<file path="src/shared/vpwlc_pkg.sv">
// Package for the link control byte block: bit layout, reset values,
// divider table and hold times.
// Assumes a 100 MHz system clock.
package vpwlc_pkg;

    // Control byte layout
    localparam int VPWLC_ACK_BIT = 7;
    localparam int VPWLC_MULTI_BIT = 6;
    localparam int VPWLC_QUIET_BIT = 5;
    localparam int VPWLC_PDOWN_BIT = 4;
    localparam int VPWLC_FAST_BIT = 3;
    localparam int VPWLC_DSEL_HI = 2;
    localparam int VPWLC_DSEL_LO = 0;
    localparam logic [7:0] VPWLC_CTRL_RESET = 8'h00;

    // Divider: forced value after reset, then table indexed by the selects
    localparam logic [4:0] VPWLC_DIV_RESET = 5'h10;
    // Entries 4 bits each, select 000 in the low nibble
    localparam logic [31:0] VPWLC_DIV_LUT = 32'h1248_5a6c;

    // Hold times and exchange bit count
    localparam int VPWLC_CLK_PERIOD_PS = 10000;
    localparam int VPWLC_QUIET_HOLD_NS = 6000;
    localparam int VPWLC_WAKE_HOLD_NS = 2000;
    localparam logic [9:0] VPWLC_QUIET_HOLD_CYC =
        10'((VPWLC_QUIET_HOLD_NS * 1000 + VPWLC_CLK_PERIOD_PS - 1) / VPWLC_CLK_PERIOD_PS);
    localparam logic [9:0] VPWLC_WAKE_HOLD_CYC =
        10'((VPWLC_WAKE_HOLD_NS * 1000 + VPWLC_CLK_PERIOD_PS - 1) / VPWLC_CLK_PERIOD_PS);
    localparam logic [3:0] VPWLC_XCHG_BITS = 4'h8;

    // Serial exchange phases
    typedef enum logic [1:0] {
        VPWLC_X_IDLE = 2'b00,
        VPWLC_X_LOW = 2'b01,
        VPWLC_X_HIGH = 2'b10
    } vpwlc_xstate_t;

endpackage

</file>
<file path="src/rtl/vpwlc_control_reg.sv">
// Link control byte of a byte-level VPW interface, with its serial
// status/control exchange, clock divider and response sequencing.
// Assumes the state machine and symbol codec sit outside and report
// their events as one-cycle pulses synchronous to clk.
`timescale 1ns/1ps
`default_nettype none

// What this block does
// Eight-bit write-only control byte; upper four flags set-only, all clear on reset.
// Response flag requests response after end of data; cleared on success or idle.
// Response flag may be set until 135 us after the final CRC byte.
// Response byte captured during the CRC byte exchange when byte-ready raised.
// Host sends single-byte responses with multi flag clear and long byte-ready.
// Retried response byte sent only once; flag clears after first success.
// Multi-byte response appends CRC after the long-form last byte.
// After lost arbitration no further response bytes are sent.
// Multi flag alone sends nothing; it clears at idle after the response.
// Status copy of multi flag updates only after each data or CRC transfer.
// Quiet flag restarts state machine, drives bus output low, raises idle.
// Idle indicator held high at least 6 us, then low once bus idle.
// No unsolicited transfers while waiting; resume with the next message.
// Power-down gates clock after exchange; bus low, status edge, ready wake.
// Power-down accepted only while idle low or in first exchange.
// Premature wake without valid edge restarts, idle high at least 2 us.
// Fast mode decodes at quarter durations and disables bus output.
// Fast bit writable when idle low or first exchange; not after break.
// Fast bit clears on break or low write while idle low.
// Divider selects pick divide values 12,6,10,5,8,4,2,1.
// Reset forces divide by sixteen, holds passive until first exchange.
// Host rewrites identical divider selects in every later exchange.
// Exchange shifts status out while capturing the control byte.
// Byte-ready high at transfer end marks the last byte.
module vpwlc_control_reg
    import vpwlc_pkg::*;
(
    // Clock and reset
    input wire logic clk,
    input wire logic reset_n,
    // Host handshake and serial pins
    input wire logic status_req,
    input wire logic byte_ready,
    input wire logic serial_in,
    output logic serial_clk,
    output logic serial_out,
    // Status byte from the status logic
    input wire logic [7:0] status_byte,
    // Events from state machine and symbol codec
    input wire logic bus_symbol_input,
    input wire logic bus_edge,
    input wire logic valid_edge,
    input wire logic noise_pulse,
    input wire logic idle_detected,
    input wire logic bus_is_idle,
    input wire logic break_rx,
    input wire logic crc_xfer_done,
    input wire logic data_xfer_done,
    input wire logic [7:0] host_byte,
    input wire logic resp_tx_ok,
    input wire logic arb_lost,
    // Control outputs
    output logic [7:0] ctrl_byte,
    output logic status_multi,
    output logic base_tick,
    output logic clk_run,
    output logic sm_hold,
    output logic sm_restart,
    output logic idle_ind,
    output logic bus_out_enable,
    output logic xfer_block,
    output logic fast_decode,
    output logic resp_valid,
    output logic [7:0] resp_byte,
    output logic resp_last,
    output logic resp_append_crc
);

    ////////////////////////////////////////////////////////////////////////
    // Serial exchange

    vpwlc_xstate_t xs_q, xs_d;
    logic [3:0] bit_cnt_q;
    logic [7:0] tx_sh_q, rx_sh_q;
    logic stat_dly_q, sck_q, xdone_q;
    logic [4:0] div_cnt_q;
    logic tick_q;

    wire stat_rise = status_req & ~stat_dly_q;
    wire last_bit = (bit_cnt_q == VPWLC_XCHG_BITS - 4'h1);
    wire xchg_end = tick_q & (xs_q == VPWLC_X_HIGH) & last_bit;
    wire [7:0] wbyte = {rx_sh_q[6:0], serial_in};

    always_comb begin
        xs_d = xs_q;
        case (xs_q)
            VPWLC_X_IDLE: if (stat_rise) xs_d = VPWLC_X_LOW;
            VPWLC_X_LOW: if (tick_q) xs_d = VPWLC_X_HIGH;
            VPWLC_X_HIGH: if (tick_q) xs_d = last_bit ? VPWLC_X_IDLE : VPWLC_X_LOW;
            default: xs_d = VPWLC_X_IDLE;
        endcase
    end

    // Status leaves MSB first while control enters MSB first
    always_ff @(posedge clk) begin
        if (!reset_n) begin
            xs_q <= VPWLC_X_IDLE;
            bit_cnt_q <= 4'h0;
            tx_sh_q <= 8'h00;
            rx_sh_q <= 8'h00;
            stat_dly_q <= 1'b0;
            sck_q <= 1'b0;
            xdone_q <= 1'b0;
        end else begin
            xs_q <= xs_d;
            stat_dly_q <= status_req;
            xdone_q <= xchg_end;
            if (xs_q == VPWLC_X_IDLE && stat_rise) begin
                tx_sh_q <= status_byte;
                bit_cnt_q <= 4'h0;
            end else if (tick_q && xs_q == VPWLC_X_LOW) begin
                sck_q <= 1'b1;
            end else if (tick_q && xs_q == VPWLC_X_HIGH) begin
                sck_q <= 1'b0;
                rx_sh_q <= wbyte;
                tx_sh_q <= {tx_sh_q[6:0], 1'b0};
                bit_cnt_q <= bit_cnt_q + 4'h1;
            end
        end
    end

    ////////////////////////////////////////////////////////////////////////
    // Clock divider

    logic first_q, brk_first_q;
    logic [7:0] ctl_q;
    wire [2:0] dsel = ctl_q[VPWLC_DSEL_HI:VPWLC_DSEL_LO];
    wire [4:0] div_sel = {1'b0, VPWLC_DIV_LUT[{dsel, 2'b00} +: 4]};
    wire [4:0] div_val = first_q ? VPWLC_DIV_RESET : div_sel;

    always_ff @(posedge clk) begin
        if (!reset_n) begin
            div_cnt_q <= 5'h00;
            tick_q <= 1'b0;
        end else begin
            tick_q <= (div_cnt_q >= div_val - 5'h01);
            div_cnt_q <= (div_cnt_q >= div_val - 5'h01) ? 5'h00 : div_cnt_q + 5'h01;
        end
    end

    ////////////////////////////////////////////////////////////////////////
    // Control byte

    logic idle_q, resp_done_q, lost_q, fast_q, multi_st_q, restart_q;
    logic [9:0] hold_q;
    logic wake_arm_q;
    logic rv_q, rl_q, rc_q;
    logic [7:0] rb_q;

    wire wr = xchg_end;
    wire wr_open = ~idle_q | first_q;
    wire ack_clr = resp_tx_ok | idle_detected;
    wire multi_clr = idle_detected & resp_done_q;
    wire quiet_done = idle_detected & (hold_q == 10'h000);
    wire pd_wake = ~bus_symbol_input | stat_rise | byte_ready;
    wire fast_set_ok = wr & wr_open & ~(wbyte[VPWLC_FAST_BIT] & brk_first_q);
    wire fast_wr_clr = wr & ~wbyte[VPWLC_FAST_BIT] & ~idle_q;

    // Set from the host wins over a hardware clear in the same cycle, except break_rx clearing the fast bit
    wire ack_d = (ctl_q[VPWLC_ACK_BIT] & ~ack_clr) | (wr & wbyte[VPWLC_ACK_BIT]);
    wire multi_d = (ctl_q[VPWLC_MULTI_BIT] & ~multi_clr) | (wr & wbyte[VPWLC_MULTI_BIT]);
    wire quiet_d = (ctl_q[VPWLC_QUIET_BIT] & ~quiet_done) | (wr & wbyte[VPWLC_QUIET_BIT]);
    wire pd_d = (ctl_q[VPWLC_PDOWN_BIT] & ~pd_wake) | (wr & wr_open & wbyte[VPWLC_PDOWN_BIT]);
    wire fast_d = break_rx ? 1'b0 :
        fast_set_ok ? wbyte[VPWLC_FAST_BIT] :
        fast_wr_clr ? 1'b0 : ctl_q[VPWLC_FAST_BIT];
    wire [2:0] dsel_d = wr ? wbyte[VPWLC_DSEL_HI:VPWLC_DSEL_LO] : dsel;
    wire quiet_start = wr & wbyte[VPWLC_QUIET_BIT];
    wire early_wake = ctl_q[VPWLC_PDOWN_BIT] & (byte_ready | noise_pulse) & ~valid_edge;

    always_ff @(posedge clk) begin
        if (!reset_n) begin
            ctl_q <= VPWLC_CTRL_RESET;
            first_q <= 1'b1;
            brk_first_q <= 1'b0;
        end else begin
            ctl_q <= {ack_d, multi_d, quiet_d, pd_d, fast_d, dsel_d};
            if (wr) first_q <= 1'b0;
            if (break_rx) brk_first_q <= 1'b1;
            else if (wr) brk_first_q <= 1'b0;
        end
    end

    ////////////////////////////////////////////////////////////////////////
    // Idle indicator, quiet wait and wake handling

    always_ff @(posedge clk) begin
        if (!reset_n) begin
            hold_q <= 10'h000;
            idle_q <= 1'b1;
            restart_q <= 1'b0;
            wake_arm_q <= 1'b0;
        end else begin
            restart_q <= quiet_start | early_wake;
            if (quiet_start)
                hold_q <= VPWLC_QUIET_HOLD_CYC;
            else if (early_wake)
                hold_q <= VPWLC_WAKE_HOLD_CYC;
            else if (hold_q != 10'h000)
                hold_q <= hold_q - 10'h001;
            wake_arm_q <= early_wake;
            if (quiet_start || early_wake)
                idle_q <= 1'b1;
            else if (hold_q == 10'h000 && (bus_is_idle || idle_detected))
                idle_q <= 1'b0;
        end
    end

    ////////////////////////////////////////////////////////////////////////
    // Response sequencing

    wire long_form = byte_ready;
    wire resp_go = ctl_q[VPWLC_ACK_BIT] & ~lost_q & ~resp_done_q;

    always_ff @(posedge clk) begin
        if (!reset_n) begin
            lost_q <= 1'b0;
            resp_done_q <= 1'b0;
            multi_st_q <= 1'b0;
            fast_q <= 1'b0;
            rv_q <= 1'b0;
            rb_q <= 8'h00;
            rl_q <= 1'b0;
            rc_q <= 1'b0;
        end else begin
            if (data_xfer_done || crc_xfer_done)
                multi_st_q <= ctl_q[VPWLC_MULTI_BIT];
            if (bus_edge)
                fast_q <= ctl_q[VPWLC_FAST_BIT];
            if (idle_detected)
                lost_q <= 1'b0;
            else if (arb_lost && ctl_q[VPWLC_ACK_BIT])
                lost_q <= 1'b1;
            if (idle_detected)
                resp_done_q <= 1'b0;
            else if (resp_tx_ok && ctl_q[VPWLC_ACK_BIT])
                resp_done_q <= 1'b1;
            rv_q <= resp_go & (crc_xfer_done | data_xfer_done);
            if (resp_go && (crc_xfer_done || data_xfer_done)) begin
                rb_q <= host_byte;
                rl_q <= long_form | ~ctl_q[VPWLC_MULTI_BIT];
                rc_q <= long_form & ctl_q[VPWLC_MULTI_BIT];
            end
        end
    end

    ////////////////////////////////////////////////////////////////////////
    // Registered outputs

    logic sout_q, run_q, hold_sm_q, oe_q, blk_q;

    always_ff @(posedge clk) begin
        if (!reset_n) begin
            sout_q <= 1'b0;
            run_q <= 1'b1;
            hold_sm_q <= 1'b1;
            oe_q <= 1'b0;
            blk_q <= 1'b0;
        end else begin
            sout_q <= (xs_d == VPWLC_X_IDLE) ? 1'b0 :
                (xs_q == VPWLC_X_IDLE) ? status_byte[7] :
                (tick_q && xs_q == VPWLC_X_HIGH) ? tx_sh_q[6] : tx_sh_q[7];
            run_q <= ~pd_d;
            hold_sm_q <= first_q & ~wr;
            oe_q <= ~fast_d & ~quiet_d & ~first_q;
            blk_q <= quiet_d;
        end
    end

    assign serial_clk = sck_q;
    assign serial_out = sout_q;
    assign ctrl_byte = ctl_q;
    assign status_multi = multi_st_q;
    assign base_tick = tick_q;
    assign clk_run = run_q;
    assign sm_hold = hold_sm_q;
    assign sm_restart = restart_q;
    assign idle_ind = idle_q;
    assign bus_out_enable = oe_q;
    assign xfer_block = blk_q;
    assign fast_decode = fast_q;
    assign resp_valid = rv_q;
    assign resp_byte = rb_q;
    assign resp_last = rl_q;
    assign resp_append_crc = rc_q;
endmodule

`default_nettype wire

</file>
<file path="config.mk">
export PLATFORM = sky130hd
export DESIGN_NAME = vpwlc_control_reg
export DESIGN_NICKNAME = d
export VERILOG_FILES = /design/src/shared/vpwlc_pkg.sv /design/src/rtl/vpwlc_control_reg.sv
export SDC_FILE = /design/constraint.sdc
export NUM_CORES = 1
export LEC_CHECK = 0
export ABC_AREA = 1
export BUFFER_PORTS_ARGS = -buffer_cell sky130_fd_sc_hd__buf_2
export CAP_MARGIN = 10
export CORE_ASPECT_RATIO = 0.75
export CORE_MARGIN = 5
export CORE_UTILIZATION = 50
export CTS_CLUSTER_SIZE = 12
export DETAILED_ROUTE_END_ITERATION = 8
export GPL_ROUTABILITY_DRIVEN = 0
export PLACE_DENSITY = 0.83
export SYNTH_ARGS = -nofsm -noshare
export SYNTH_HDL_FRONTEND = slang
export SYNTH_SLANG_ARGS = --single-unit
</file>
<file path="constraint.sdc">
create_clock -name clk -period 5.4 [get_ports clk]
set_clock_uncertainty 0.05 [all_clocks]
set_input_delay 0.54 -clock clk [delete_from_list [all_inputs] [get_ports clk]]
set_output_delay 0.54 -clock clk [all_outputs]
set_load 0.02 [all_outputs]
</file>
==> impl_metrics.py <==
metrics = {
    "pwr": {
        "p_total_mw": 1.34,
        "p_per_area_nw_per_um2": 365,
        "p_leak_nw": 1.67,
        "irDropWorstVdd_mv": 0.152,
    },
    "job": {
        "cap_violations": 0,
    },
    "logic_synthesis": {
        "synth_area_um2": 3120,
        "yosys.area.top_type": "dfxtp_1",
        "synth_warnings": 0,
        "yosysSeqAreaShare_pct": 45.0,
        "synth_edf_count": 0,
        "synth_top_cell_area_share_pct": 45.0,
        "async_flop_share_pct": 0,
        "synth.net_count": 453,
        "postSynthCellCount": 406,
        "synth_area_per_cell_um2": 7.67,
        "synth_seq_cells": 70,
        "synth.distinct_cells": 32,
        "yosysMostFrequentCell": "nand2_1",
        "yosys-top-cells-area": "dfxtp_1, nand2_1, a21oi_1, inv_1, ha_1",
        "synth_flop_cell": "dfxtp_1",
        "synth_commonest_cells": "nand2_1, dfxtp_1, inv_1",
    },
    "worst_setup_path": {
        "max_stage_delay_ns": 0.42,
        "path_cells": "inv_1, ha_1, nor2_1, nor2_1, o21ai_0, ha_1, nand3_1, xor2_1, ha_1, a21oi_1, o21a_1, nand4_1, nor2_1",
        "r2r-start": "ctrl_byte[1]$_SDFFE_PN0P_",
        "crit_path_top_delay_cell": "dfxtp_1",
        "critical-path-top-delay-family": "adder cells",
        "end_kind": "flop",
        "path_class": "flop to flop",
        "critPathRequiredTime_ns": 5.62,
        "critical_path_arrival_ns": 2.90,
        "r2r_slack_ns": 2.72,
        "start_kind": "flop",
        "reg2reg_depth": 13,
        "crit_fanout": 5,
        "critPathBufInv": 1,
        "r2r_end": "div_cnt_q[1]$_SDFF_PP0_",
    },
    "finish": {
        "drive_above_1_share_pct": 20.3,
        "finalNetCount": 514,
        "instances_no_fill": 550,
        "multi_input_area_um2": 1440,
        "areaGrowthSynthToFinish_pct": 18.1,
        "num_antenna_cells": 0,
        "fillers": 528,
        "design_area_um2": 3680,
        "register_area_um2": 1400,
        "final_util_pct": 61.9,
    },
    "floorplanning": {
        "ios": 62,
        "initial_core_util_pct": 52.4,
        "coreArea_um2": 5950,
        "rows": 24,
        "fp.dieW_um": 101,
        "die_h_um": 78.4,
        "die_area_um2": 7930,
    },
    "clocking": {
        "clock_latency_ns": 0.34,
        "clkSinkCount": 70,
        "clk_pin_slew_ns": 0.07,
        "cts_resized": 0,
        "cts.path.max_buffers": 2,
        "cts_setup_buffers": 0,
        "cts_made_buffers": 9,
        "htreeDepth": 3,
        "cts_tree": "built",
        "cts_root_buf": "clkbuf_8",
        "ctsHoldBuffers": 0,
    },
    "sta": {
        "hold_ws_ns": 0.336,
        "slew_headroom_pct": 58.7,
        "setup_viol": 0,
        "fin_crit_ns": 2.68,
        "fin_crit_sh_pct": 49.6,
        "grt_setup_unrepaired": "no",
        "finalWorstSetupSlack_ns": 2.72,
        "fmax_ghz": 0.373,
        "setup_tns_ns": 0,
        "worstMarginPinSlew_ns": 0.618,
        "finalHoldViolCount": 0,
        "slew_viol_final": 0,
    },
    "route": {
        "wl_per_cell_um": 12.3,
        "vias": 2763,
        "drt-initial-drc-count": 155,
        "avgViaCountPerCell": 5.02,
        "wirelength_um": 6770,
        "dr.pass1.iters": 4,
        "postRouteAntennaNets": 0,
        "drc": 0,
    },
    "min_path": {
        "holdPathEnd": "fast_decode$_SDFFE_PN0P_",
        "worstHoldStart": "bus_edge",
        "hold_path_class": "input port to flop",
        "hold_depth": 2,
    },
    "global_route": {
        "grt-ovfl-total": 0,
        "grt_max_degree": 35,
        "grt_pass1_vias": 2700,
        "antenna_found_initial": 0,
        "grt_pass1_wl_um": 11700,
        "grt.total_usage_pct": 18.1,
    },
    "place": {
        "dpl-instance-area_um2": 3460,
        "place_worst_setup_slack_ns": 2.73,
        "placed_cells": 534,
        "port_buffers": 61,
        "dp_hpwl_um": 5000,
    },
    "status": {
        "outcome": "completed",
    },
}
-- layer usage --
metal | GRT usage (%) | vias up | part of all wire [%]
li1 | - | 1434 | -
met1 | 23.3 | 1243 | 46
met2 | 28.2 | 78 | 45
met3 | 7.62 | 8 | 7.9
met4 | 4.38 | 0 | 0.81
met5 | 0 | - | 0
-- report_power, final --
part / switching (mW) / internal, mW / total (mW) / leakage (nW)
sequential: 0.0307 / 0.559 / 0.590 / 0.569
combinational: 0.185 / 0.111 / 0.297 / 0.991
clock: 0.185 / 0.272 / 0.457 / 0.110
-- layout make-up --
type,instances,area share (%)
Clock buffer,12,3.94
Clock inverter,4,1.90
Inverter,58,5.98
Multi-Input combinational cell,267,39.1
Sequential cell,70,38.1
Tap cell,78,2.65
Timing Repair Buffer,61,8.30
-- flip-flops by register name (all words and copies together) (netlist names), 2 cells and up --
register   count
bit_cnt_q      4
ctrl_byte      8
div_cnt_q      5
hold_q        10
resp_byte      8
rx_sh_q        7
tx_sh_q        8
xs_q           2
-- layout by cell type (no fill, tap or decap), types with 6 or more instances in the layout --
master	n
xor2_1	6
ha_1	15
inv_2	6
inv_1	51
nand3_1	24
a21oi_1	40
nor2_1	31
buf_2	61
dfxtp_1	70
o21ai_0	28
a31oi_1	8
clkbuf_8	10
nand2_1	80
-- how the worst max path moves through the flow --
stage	from	to	slack, ns	depth (start not counted)
after floorplan	ctrl_byte[0]$_SDFFE_PN0P_	div_cnt_q[0]$_SDFF_PP0_	2.91	13
after global placement	ctrl_byte[0]$_SDFFE_PN0P_	div_cnt_q[4]$_SDFF_PP0_	2.94	13
after detailed placement	ctrl_byte[1]$_SDFFE_PN0P_	div_cnt_q[1]$_SDFF_PP0_	2.73	13
after CTS	ctrl_byte[1]$_SDFFE_PN0P_	div_cnt_q[1]$_SDFF_PP0_	2.72	13
after global routing	ctrl_byte[1]$_SDFFE_PN0P_	div_cnt_q[3]$_SDFF_PP0_	2.43	13
final	ctrl_byte[1]$_SDFFE_PN0P_	div_cnt_q[1]$_SDFF_PP0_	2.72	13
-- kinds of logic after synthesis --
| group | synth area share [%] |
|---|---|
| AOI/OAI and AO/OA | 14.4 |
| xor gates and xnor gates | 2.53 |
| adders and majority gates | 6.02 |
| buffers and inverters | 8.79 |
| DFF | 45.0 |
| and+or+nand+nor | 23.3 |
(Power assumes the default switching activity.)
